### config.mk
export PLATFORM = sky130hd
export DESIGN_NAME = ctdbg_top
export DESIGN_NICKNAME = d
export VERILOG_FILES = /design/src/ctdbg_pkg.sv /design/src/ctdbg_attr_resolve.sv /design/src/ctdbg_entry_ram.sv /design/src/ctdbg_top.sv
export SDC_FILE = /design/constraint.sdc
export NUM_CORES = 1
export LEC_CHECK = 0
export BUFFER_PORTS_ARGS = -buffer_cell sky130_fd_sc_hd__buf_2
export CORE_MARGIN = 8
export CORE_UTILIZATION = 30
export CTS_BUF_LIST = sky130_fd_sc_hd__clkbuf_2
export CTS_CLUSTER_DIAMETER = 40
export CTS_CLUSTER_SIZE = 14
export DETAILED_ROUTE_END_ITERATION = 16
export PLACE_DENSITY_LB_ADDON = 0.2
export SKIP_CTS_REPAIR_TIMING = 1
export SYNTH_ARGS = -nofsm -noshare
export SYNTH_HDL_FRONTEND = slang
export SYNTH_SLANG_ARGS = --single-unit
### constraint.sdc
create_clock -name core_clk_in -period 12.16 [get_ports core_clk_in]
set_clock_uncertainty 0.1 [all_clocks]
set_input_delay 0.608 -clock core_clk_in [delete_from_list [all_inputs] [get_ports core_clk_in]]
set_output_delay 0.608 -clock core_clk_in [all_outputs]
set_load 0.005 [all_outputs]
### src/ctdbg_pkg.sv
// Purpose: Constants for the cache and TLB debug control block
// Assumes: Coprocessor register transfers arrive as one-cycle strobes
// Notes:   Selector encoding is local to this block
// Function
// - Entry-select write takes bits 28:26 as lockdown entry index.
// - Entry reads valid only after write; tag and PA read separately.
// - Cache debug control resets to zero: write-back, linefills on.
// - Force write-through bit 2 overrides page table and remap.
// - Forcing write-through never cleans existing dirty lines.
// - Forced write-through store to clean line leaves it clean.
// - Forced store to dirty line updates cache and memory both.
// - Linefill disable bits still fetch eight words, no cache write.
// - Hits still return cache data; misses return memory words.
// - TLB debug control resets to zero, all matching and loading on.
// - Main TLB load off: walk still done, result forwarded around.
// - Bits 7 and 6 disable main TLB matching instruction and data.
// - Bits 3 and 2 disable instruction and data micro TLB matching.
// - Bits 1 and 0 disable instruction and data micro TLB loading.
// - Remap overrides page table and MMU-off default attributes.
// - Instruction remap fields in 15:8, reset 11,10,01,00.
// - Data remap fields in 7:0 same order; upper bits read zero.
// - Field code: 00 NCNB, 01 NCB, 10 write-through, 11 write-back.
// - Tag word: address 31:10, valid bit 4, size code 3:0.
// - PA word: address 31:10, domain 7:4, permission 3:2, C, B.
package ctdbg_pkg;
    // Register selectors on the coprocessor port
    typedef enum logic [3:0] {
        CTDBG_SEL_ENTRY   = 4'h0,
        CTDBG_SEL_TAG     = 4'h1,
        CTDBG_SEL_PA      = 4'h2,
        CTDBG_SEL_XFER    = 4'h3,
        CTDBG_SEL_CACHE   = 4'h4,
        CTDBG_SEL_TLB     = 4'h5,
        CTDBG_SEL_REMAP   = 4'h6
    } ctdbg_sel_t;

    localparam int unsigned CTDBG_IDX_HI     = 28;
    localparam int unsigned CTDBG_IDX_LO     = 26;
    localparam int unsigned CTDBG_ENTRIES    = 8;
    localparam int unsigned CTDBG_ADDR_LO    = 10;
    localparam int unsigned CTDBG_VALID_BIT  = 4;
    localparam int unsigned CTDBG_FILL_WORDS = 8;

    // Cache debug control
    localparam int unsigned CTDBG_FWT_BIT = 2;
    localparam int unsigned CTDBG_ILF_BIT = 1;
    localparam int unsigned CTDBG_DLF_BIT = 0;
    localparam logic [2:0]  CTDBG_CACHE_RST = 3'h0;

    // TLB debug control
    localparam int unsigned CTDBG_MMI_BIT = 7;
    localparam int unsigned CTDBG_MMD_BIT = 6;
    localparam int unsigned CTDBG_MLI_BIT = 5;
    localparam int unsigned CTDBG_MLD_BIT = 4;
    localparam int unsigned CTDBG_UMI_BIT = 3;
    localparam int unsigned CTDBG_UMD_BIT = 2;
    localparam int unsigned CTDBG_ULI_BIT = 1;
    localparam int unsigned CTDBG_ULD_BIT = 0;
    localparam logic [7:0]  CTDBG_TLB_RST = 8'h00;

    // Remap: instruction half 15:8, data half 7:0
    localparam int unsigned CTDBG_REMAP_I_LO = 8;
    localparam int unsigned CTDBG_REMAP_D_LO = 0;
    localparam logic [15:0] CTDBG_REMAP_RST  = 16'he4e4;

    typedef enum logic [1:0] {
        CTDBG_ATTR_NCNB = 2'h0,
        CTDBG_ATTR_NCB  = 2'h1,
        CTDBG_ATTR_WT   = 2'h2,
        CTDBG_ATTR_WB   = 2'h3
    } ctdbg_attr_t;
endpackage : ctdbg_pkg

### src/ctdbg_attr_resolve.sv
// Purpose: Resolve cacheable/bufferable attribute of one access side
// Assumes: Page table C/B come from the translation result
// Notes:   Combinational
`timescale 1ns/1ps
module ctdbg_attr_resolve
    import ctdbg_pkg::*;
(
    // Inputs
    input  wire logic [7:0] remap_in,
    input  wire logic       pt_c_in,
    input  wire logic       pt_b_in,
    input  wire logic       force_wt_in,
    // Result
    output ctdbg_attr_t     attr_out
);
    logic [1:0] region;
    ctdbg_attr_t remapped;

    always_comb begin
        region   = {pt_c_in, pt_b_in};
        remapped = ctdbg_attr_t'(remap_in[{region, 1'b0} +: 2]);
        // Forced write-through only touches cacheable results
        if (force_wt_in && remapped == CTDBG_ATTR_WB) begin
            attr_out = CTDBG_ATTR_WT;
        end else begin
            attr_out = remapped;
        end
    end
endmodule : ctdbg_attr_resolve

### src/ctdbg_entry_ram.sv
// Purpose: Lockdown TLB entry storage
// Assumes: One write port, one asynchronous read port
// Notes:   Valid flags clear on reset so unwritten entries read as invalid
`timescale 1ns/1ps
module ctdbg_entry_ram
    import ctdbg_pkg::*;
#(
    parameter int unsigned ENTRIES = CTDBG_ENTRIES
) (
    input  wire logic                       core_clk_in,
    input  wire logic                       rst_in,
    // Write
    input  wire logic                       wr_in,
    input  wire logic [$clog2(ENTRIES)-1:0] wr_idx_in,
    input  wire logic [31:0]                wr_tag_in,
    input  wire logic [31:0]                wr_pa_in,
    // Read
    input  wire logic [$clog2(ENTRIES)-1:0] rd_idx_in,
    output logic      [31:0]                rd_tag_out,
    output logic      [31:0]                rd_pa_out,
    output logic                            rd_written_out
);
    logic [31:0]        tag_q [ENTRIES];
    logic [31:0]        pa_q  [ENTRIES];
    logic [ENTRIES-1:0] wrt_q;
    logic [ENTRIES-1:0] wrt_d;

    always_comb begin
        wrt_d = wrt_q;
        if (wr_in) begin
            wrt_d[wr_idx_in] = 1'b1;
        end
    end

    always_ff @(posedge core_clk_in or posedge rst_in) begin
        if (rst_in) begin
            wrt_q <= '0;
        end else begin
            wrt_q <= wrt_d;
        end
    end

    // Data array has no reset, it is plain RAM
    always_ff @(posedge core_clk_in) begin
        if (wr_in) begin
            tag_q[wr_idx_in] <= wr_tag_in;
            pa_q[wr_idx_in]  <= wr_pa_in;
        end
    end

    assign rd_tag_out     = tag_q[rd_idx_in];
    assign rd_pa_out      = pa_q[rd_idx_in];
    assign rd_written_out = wrt_q[rd_idx_in];
endmodule : ctdbg_entry_ram

### src/ctdbg_top.sv
// Purpose: Cache and TLB test/debug control registers and their effects
// Assumes: Coprocessor port gives one-cycle write/read strobes and a selector
// Notes:   Read data registered, valid one cycle after the read strobe
`timescale 1ns/1ps
module ctdbg_top
    import ctdbg_pkg::*;
#(
    parameter int unsigned ENTRIES    = CTDBG_ENTRIES,
    parameter int unsigned FILL_WORDS = CTDBG_FILL_WORDS
) (
    // Clock and reset
    input  wire logic        core_clk_in,
    input  wire logic        rst_in,
    // Coprocessor register transfer port
    input  wire logic        cp_wr_in,
    input  wire logic        cp_rd_in,
    input  wire logic [3:0]  cp_sel_in,
    input  wire logic [31:0] cp_wdata_in,
    output logic      [31:0] cp_rdata_out,
    output logic             cp_rvalid_out,
    // Attribute resolution, instruction and data side
    input  wire logic        i_pt_c_in,
    input  wire logic        i_pt_b_in,
    input  wire logic        d_pt_c_in,
    input  wire logic        d_pt_b_in,
    output logic      [1:0]  i_attr_out,
    output logic      [1:0]  d_attr_out,
    // Cache store hints
    input  wire logic        d_store_hit_in,
    input  wire logic        d_line_dirty_in,
    output logic             d_mark_dirty_out,
    output logic             d_store_to_mem_out,
    output logic             d_force_clean_out,
    // Cache miss handling
    input  wire logic        i_miss_in,
    input  wire logic        d_miss_in,
    output logic             i_fill_write_out,
    output logic             d_fill_write_out,
    output logic             i_fill_forward_out,
    output logic             d_fill_forward_out,
    output logic      [3:0]  fill_words_out,
    // TLB controls
    input  wire logic        i_walk_done_in,
    input  wire logic        d_walk_done_in,
    output logic             main_match_off_instr_out,
    output logic             main_match_off_data_out,
    output logic             main_load_off_instr_out,
    output logic             main_load_off_data_out,
    output logic             imicro_match_off_out,
    output logic             dmicro_match_off_out,
    output logic             imicro_load_off_out,
    output logic             dmicro_load_off_out,
    output logic             i_main_store_out,
    output logic             d_main_store_out,
    output logic             i_walk_forward_out,
    output logic             d_walk_forward_out
);
    localparam int unsigned IW = $clog2(ENTRIES);

    ////////////////////////////////////////////////////////////////////////////
    // Register state

    logic [IW-1:0] entry_idx_q, entry_idx_d;
    logic [31:0]   tag_stage_q, tag_stage_d;
    logic [31:0]   pa_stage_q,  pa_stage_d;
    logic [2:0]    cache_ctl_q, cache_ctl_d;
    logic [7:0]    tlb_ctl_q,   tlb_ctl_d;
    logic [15:0]   remap_q,     remap_d;
    logic [31:0]   rdata_q,     rdata_d;
    logic          rvalid_q,    rvalid_d;

    logic          xfer;
    logic [31:0]   ram_tag;
    logic [31:0]   ram_pa;
    logic          ram_written;

    function automatic logic is_sel(input logic [3:0] sel, input ctdbg_sel_t want);
        is_sel = (sel == want);
    endfunction : is_sel

    // Keep only the documented fields of an entry word
    function automatic logic [31:0] tag_word(input logic [31:0] w);
        tag_word = {w[31:CTDBG_ADDR_LO], 5'h00, w[CTDBG_VALID_BIT], w[3:0]};
    endfunction : tag_word

    function automatic logic [31:0] pa_word(input logic [31:0] w);
        pa_word = {w[31:CTDBG_ADDR_LO], 2'h0, w[7:0]};
    endfunction : pa_word

    assign xfer = cp_wr_in && is_sel(cp_sel_in, CTDBG_SEL_XFER);

    always_comb begin
        entry_idx_d = entry_idx_q;
        tag_stage_d = tag_stage_q;
        pa_stage_d  = pa_stage_q;
        cache_ctl_d = cache_ctl_q;
        tlb_ctl_d   = tlb_ctl_q;
        remap_d     = remap_q;
        if (cp_wr_in) begin
            case (cp_sel_in)
                CTDBG_SEL_ENTRY: begin
                    entry_idx_d = IW'(cp_wdata_in[CTDBG_IDX_HI:CTDBG_IDX_LO]);
                end
                CTDBG_SEL_TAG: begin
                    tag_stage_d = tag_word(cp_wdata_in);
                end
                CTDBG_SEL_PA: begin
                    pa_stage_d = pa_word(cp_wdata_in);
                end
                CTDBG_SEL_CACHE: begin
                    cache_ctl_d = cp_wdata_in[2:0];
                end
                CTDBG_SEL_TLB: begin
                    tlb_ctl_d = cp_wdata_in[7:0];
                end
                CTDBG_SEL_REMAP: begin
                    remap_d = cp_wdata_in[15:0];
                end
                default: begin
                    entry_idx_d = entry_idx_q;
                end
            endcase
        end
    end

    ////////////////////////////////////////////////////////////////////////////
    // Read path

    always_comb begin
        rvalid_d = cp_rd_in;
        rdata_d  = 32'h0000_0000;
        if (cp_rd_in) begin
            case (cp_sel_in)
                // Unwritten entry reads as zero, never stale RAM content
                CTDBG_SEL_TAG: begin
                    rdata_d = ram_written ? ram_tag : 32'h0000_0000;
                end
                CTDBG_SEL_PA: begin
                    rdata_d = ram_written ? ram_pa : 32'h0000_0000;
                end
                CTDBG_SEL_CACHE: begin
                    rdata_d = {29'h0, cache_ctl_q};
                end
                CTDBG_SEL_TLB: begin
                    rdata_d = {24'h0, tlb_ctl_q};
                end
                CTDBG_SEL_REMAP: begin
                    rdata_d = {16'h0000, remap_q};
                end
                default: begin
                    rdata_d = 32'h0000_0000;
                end
            endcase
        end
    end

    always_ff @(posedge core_clk_in or posedge rst_in) begin
        if (rst_in) begin
            entry_idx_q <= '0;
            tag_stage_q <= 32'h0000_0000;
            pa_stage_q  <= 32'h0000_0000;
            cache_ctl_q <= CTDBG_CACHE_RST;
            tlb_ctl_q   <= CTDBG_TLB_RST;
            remap_q     <= CTDBG_REMAP_RST;
            rdata_q     <= 32'h0000_0000;
            rvalid_q    <= 1'b0;
        end else begin
            entry_idx_q <= entry_idx_d;
            tag_stage_q <= tag_stage_d;
            pa_stage_q  <= pa_stage_d;
            cache_ctl_q <= cache_ctl_d;
            tlb_ctl_q   <= tlb_ctl_d;
            remap_q     <= remap_d;
            rdata_q     <= rdata_d;
            rvalid_q    <= rvalid_d;
        end
    end

    assign cp_rdata_out  = rdata_q;
    assign cp_rvalid_out = rvalid_q;

    ////////////////////////////////////////////////////////////////////////////
    // Lockdown entry storage

    ctdbg_entry_ram #(
        .ENTRIES        (ENTRIES)
    ) u_ram (
        .core_clk_in    (core_clk_in),
        .rst_in         (rst_in),
        .wr_in          (xfer),
        .wr_idx_in      (entry_idx_q),
        .wr_tag_in      (tag_stage_q),
        .wr_pa_in       (pa_stage_q),
        .rd_idx_in      (entry_idx_q),
        .rd_tag_out     (ram_tag),
        .rd_pa_out      (ram_pa),
        .rd_written_out (ram_written)
    );

    ////////////////////////////////////////////////////////////////////////////
    // Attribute resolution

    logic        force_wt;
    ctdbg_attr_t i_attr;
    ctdbg_attr_t d_attr;

    assign force_wt = cache_ctl_q[CTDBG_FWT_BIT];

    // Instruction side is read-only, forcing write-through does not apply
    ctdbg_attr_resolve u_iattr (
        .remap_in    (remap_q[CTDBG_REMAP_I_LO +: 8]),
        .pt_c_in     (i_pt_c_in),
        .pt_b_in     (i_pt_b_in),
        .force_wt_in (1'b0),
        .attr_out    (i_attr)
    );

    ctdbg_attr_resolve u_dattr (
        .remap_in    (remap_q[CTDBG_REMAP_D_LO +: 8]),
        .pt_c_in     (d_pt_c_in),
        .pt_b_in     (d_pt_b_in),
        .force_wt_in (force_wt),
        .attr_out    (d_attr)
    );

    assign i_attr_out = i_attr;
    assign d_attr_out = d_attr;

    ////////////////////////////////////////////////////////////////////////////
    // Store and linefill hints

    // Under forced write-through clean lines stay clean; dirty lines keep other words dirty
    assign d_mark_dirty_out   = d_store_hit_in && !force_wt && d_attr == CTDBG_ATTR_WB;
    assign d_store_to_mem_out = d_store_hit_in && (force_wt || d_attr != CTDBG_ATTR_WB);
    // No clean is issued when forcing starts; dirty lines drain on eviction
    assign d_force_clean_out  = 1'b0;

    // Fill still runs so the core sees memory, only the cache write is gated
    assign i_fill_write_out   = i_miss_in && !cache_ctl_q[CTDBG_ILF_BIT];
    assign d_fill_write_out   = d_miss_in && !cache_ctl_q[CTDBG_DLF_BIT];
    assign i_fill_forward_out = i_miss_in;
    assign d_fill_forward_out = d_miss_in;
    assign fill_words_out     = 4'(FILL_WORDS);

    ////////////////////////////////////////////////////////////////////////////
    // TLB debug controls

    assign main_match_off_instr_out = tlb_ctl_q[CTDBG_MMI_BIT];
    assign main_match_off_data_out  = tlb_ctl_q[CTDBG_MMD_BIT];
    assign main_load_off_instr_out  = tlb_ctl_q[CTDBG_MLI_BIT];
    assign main_load_off_data_out   = tlb_ctl_q[CTDBG_MLD_BIT];
    assign imicro_match_off_out     = tlb_ctl_q[CTDBG_UMI_BIT];
    assign dmicro_match_off_out     = tlb_ctl_q[CTDBG_UMD_BIT];
    assign imicro_load_off_out      = tlb_ctl_q[CTDBG_ULI_BIT];
    assign dmicro_load_off_out      = tlb_ctl_q[CTDBG_ULD_BIT];

    // Walk result always reaches the core; storing it is optional
    assign i_main_store_out   = i_walk_done_in && !tlb_ctl_q[CTDBG_MLI_BIT];
    assign d_main_store_out   = d_walk_done_in && !tlb_ctl_q[CTDBG_MLD_BIT];
    assign i_walk_forward_out = i_walk_done_in;
    assign d_walk_forward_out = d_walk_done_in;
endmodule : ctdbg_top
==> results_dict.tcl <==
set metrics [dict create \
    outcome "finished, final reports clean" \
    grt-ovfl-total 0 \
    hpwl_mm 30.9 \
    synthDistinctLibCells 52 \
    areaGrowthSynthToFinish_pct 12.8 \
    final_core_util_pct 34.3 \
    cts_root_buf "clkbuf_2" \
    grt_max_degree 82 \
    setup_tns_ns 0 \
    path_class "reg2reg" \
    power_frac_seq_pct 58.7 \
    initial_core_util_pct 30.4 \
    grt.total_usage_pct 13.0 \
    avgViaCountPerCell 4.80 \
    insertion_delay_ns 1.09 \
    end_kind "register" \
    ys_ff_latch 584 \
    async_reset_ff_share_pct 21.9 \
    p_per_area_nw_per_um2 167 \
    cts_max_path_buffers 3 \
    cts_inserted_buffers 74 \
    first_pass_iters 4 \
    wl_per_cell_um 23.2 \
    drtIter0Drc 798 \
    antenna_left 0 \
    timing.final.crit_share_pct 31.3 \
    p_int_mw 3.05 \
    setup_viol 0 \
    rsz0062_at_grt "no" \
    critPathLaunchType "register" \
    leakagePower_nw 9.14 \
    slew_viol_final 0 \
    hold_path_class "in2async" \
    grt_pass1_vias 12300 \
    grt_pass1_wl_mm 83.2 \
    nets 1443 \
    swShare_pct 28.6 \
    die_y_um 291 \
    max_clock_freq_mhz 263 \
    pwr-share-clk_pct 27.7 \
    yosysWarnings 0 \
    fin_hold_ws_ns 0.135 \
    layout_min_cycle_time_ns 3.81 \
    drc_errors 0 \
    die_w_um 291 \
    drv_cap 0 \
    finalHoldViolCount 0 \
    wirelength_mm 56.3 \
    power.switching_mw 1.22 \
    core-area_um2 74600 \
    seq_area_frac_synth_pct 74.6 \
    synth_ff_type "edfxtp_1" \
    required_ns 12.72 \
    cts.sink_count 584 \
    io_pins 110 \
    netlist_instances 1225 \
    syn_area_per_cell_um2 18.5 \
    drive_above_1_share_pct 30.2 \
    vdd_drop_max_v 0.0000673 \
    cp_max_fo 37 \
    synth-edff-count 456 \
    vias 11700 \
    clk_pin_slew_ns 0.20 \
    pre_cts_slack_ns 8.01 \
    maxSlewHeadroom_pct 26.1 \
    worstPathArrival_ns 4.37 \
    setup_ws_ns 8.35 \
    stdcell_area_um2 25600 \
    fillers 7189 \
    antenna_found_initial 2 \
    portBuffers 103 \
    syn-cell-area_um2 22700 \
    comb_power_share_pct 13.7 \
    rows 100 \
    cts_tree "built" \
    htreeDepth 3 \
    tightestPinTransition_ns 1.11 \
    die-area_um2 84600 \
    place_congestion 0.692 \
    place_area_um2 24100 \
]
[state kept, by name (all words and copies together), names as in the netlist]
register	flops
tag_stage_q	27
u_ram.tag_q	216
u_ram.pa_q	240
cp_rdata_out	32
entry_idx_q	3
remap_q	16
cp_rvalid_out	1
pa_stage_q	30
cache_ctl_q	3
tlb_ctl_q	8
u_ram.wrt_q	8
[metal layers]
layer	share of wire, %	GRT usage (%)
met4	1.9	3.53
met2	49	21.8
met5	0	0
met3	3.5	2.51
met1	46	17.2
[synthesized netlist by cell type, drive strengths merged, types with 6 or more instances]
cell    number  area [um2]
a22oi       69         518
mux2i      137        1370
nor2        36         143
edfxtp     456       13700
a21oi       15        75.1
or2         10        65.1
nand3       16        92.6
a221oi       6        52.6
nor2b       15        93.8
a22o        12         105
buf         71         500
and3         8        50.1
dfstp        8         210
o22ai       25         156
dfrtp      120        3000
mux2        93        1050
mux4        42         946
nand2       25        93.8
and2         9        58.8
[final cells by class]
class | count | area [um2] | area share (%)
sequential | 584 | 16900 | 66.2
multi-input combinational | 566 | 5320 | 20.8
tap | 969 | 1210 | 4.74
timing repair buffer | 165 | 1080 | 4.23
clock inverter | 50 | 568 | 2.22
clock buffer | 87 | 435 | 1.70
inverter | 2 | 12.5 | 0.0490
antenna | 3 | 7.51 | 0.0294
[cells in the final DEF (no fill, tap or decap), types with 13 or more instances in the layout]
master,synthesis,routed
edfxtp_1,456,456
inv_6,0,13
mux2_2,93,93
nor2_1,33,25
nand2_1,25,25
o22ai_1,25,25
dlygate4sd3_1,0,40
a22oi_1,69,69
nor2b_1,15,13
clkinv_2,0,13
mux4_2,42,42
dfrtp_1,120,117
clkbuf_2,0,87
buf_2,34,103
mux2i_1,137,137
nand3_1,15,14
a21oi_1,15,15
buf_4,23,22
[path summary, 6_finish.rpt]
check                      cells after the start                 end      startpoint  slack [ns]
hold reg to reg                                1      u_ram.wrt_q[6]  u_ram.wrt_q[6]        0.40
min in group core_clk_in                       3          remap_q[8]  cp_wdata_in[8]        0.16
setup reg to reg                               3  u_ram.tag_q[7][25]  entry_idx_q[0]        8.35
hold / removal                                 3      pa_stage_q[29]          rst_in        0.14
max in group asynchronous                      4      entry_idx_q[1]          rst_in       10.53
setup / recovery                               3  u_ram.tag_q[7][25]  entry_idx_q[0]        8.35
[critical path, cell delays in order, from the launching register on]
cell and delay (ns):
dfrtp_4 0.94, nand4_1 0.64, nor2_4 1.05, buf_4 0.66
[kinds of logic (layout without fill, tap and decap cells)]
group | after synthesis | in the layout | share of synthesized area, %
flip-flops | 584 | 584 | 74.6
buffers and inverters | 78 | 304 | 2.33
AO/OA/AOI/OAI | 159 | 159 | 5.13
multiplexers | 272 | 272 | 14.9
other | 2 | 8 | 0.0331
AND/OR/NAND/NOR | 130 | 130 | 3.04
[power by group through the flow]
stage,logic [mW],registers [mW],clock network (mW)
2_1_floorplan,0.475,2.46,0
3_3_place_gp,0.582,2.54,0
3_5_place_dp,0.586,2.55,0
4_1_cts,0.588,2.51,1.23
5_1_grt,0.636,2.53,1.30
6_report,0.583,2.51,1.18
[stage by stage]
step                      cells  power (mW)
after floorplan            1228        2.93
after global placement     2246        3.12
after detailed placement   2246        3.14
after CTS                  2383        4.33
after global routing       2425        4.47
final                      2426        4.27
(Power assumes the default switching activity.)
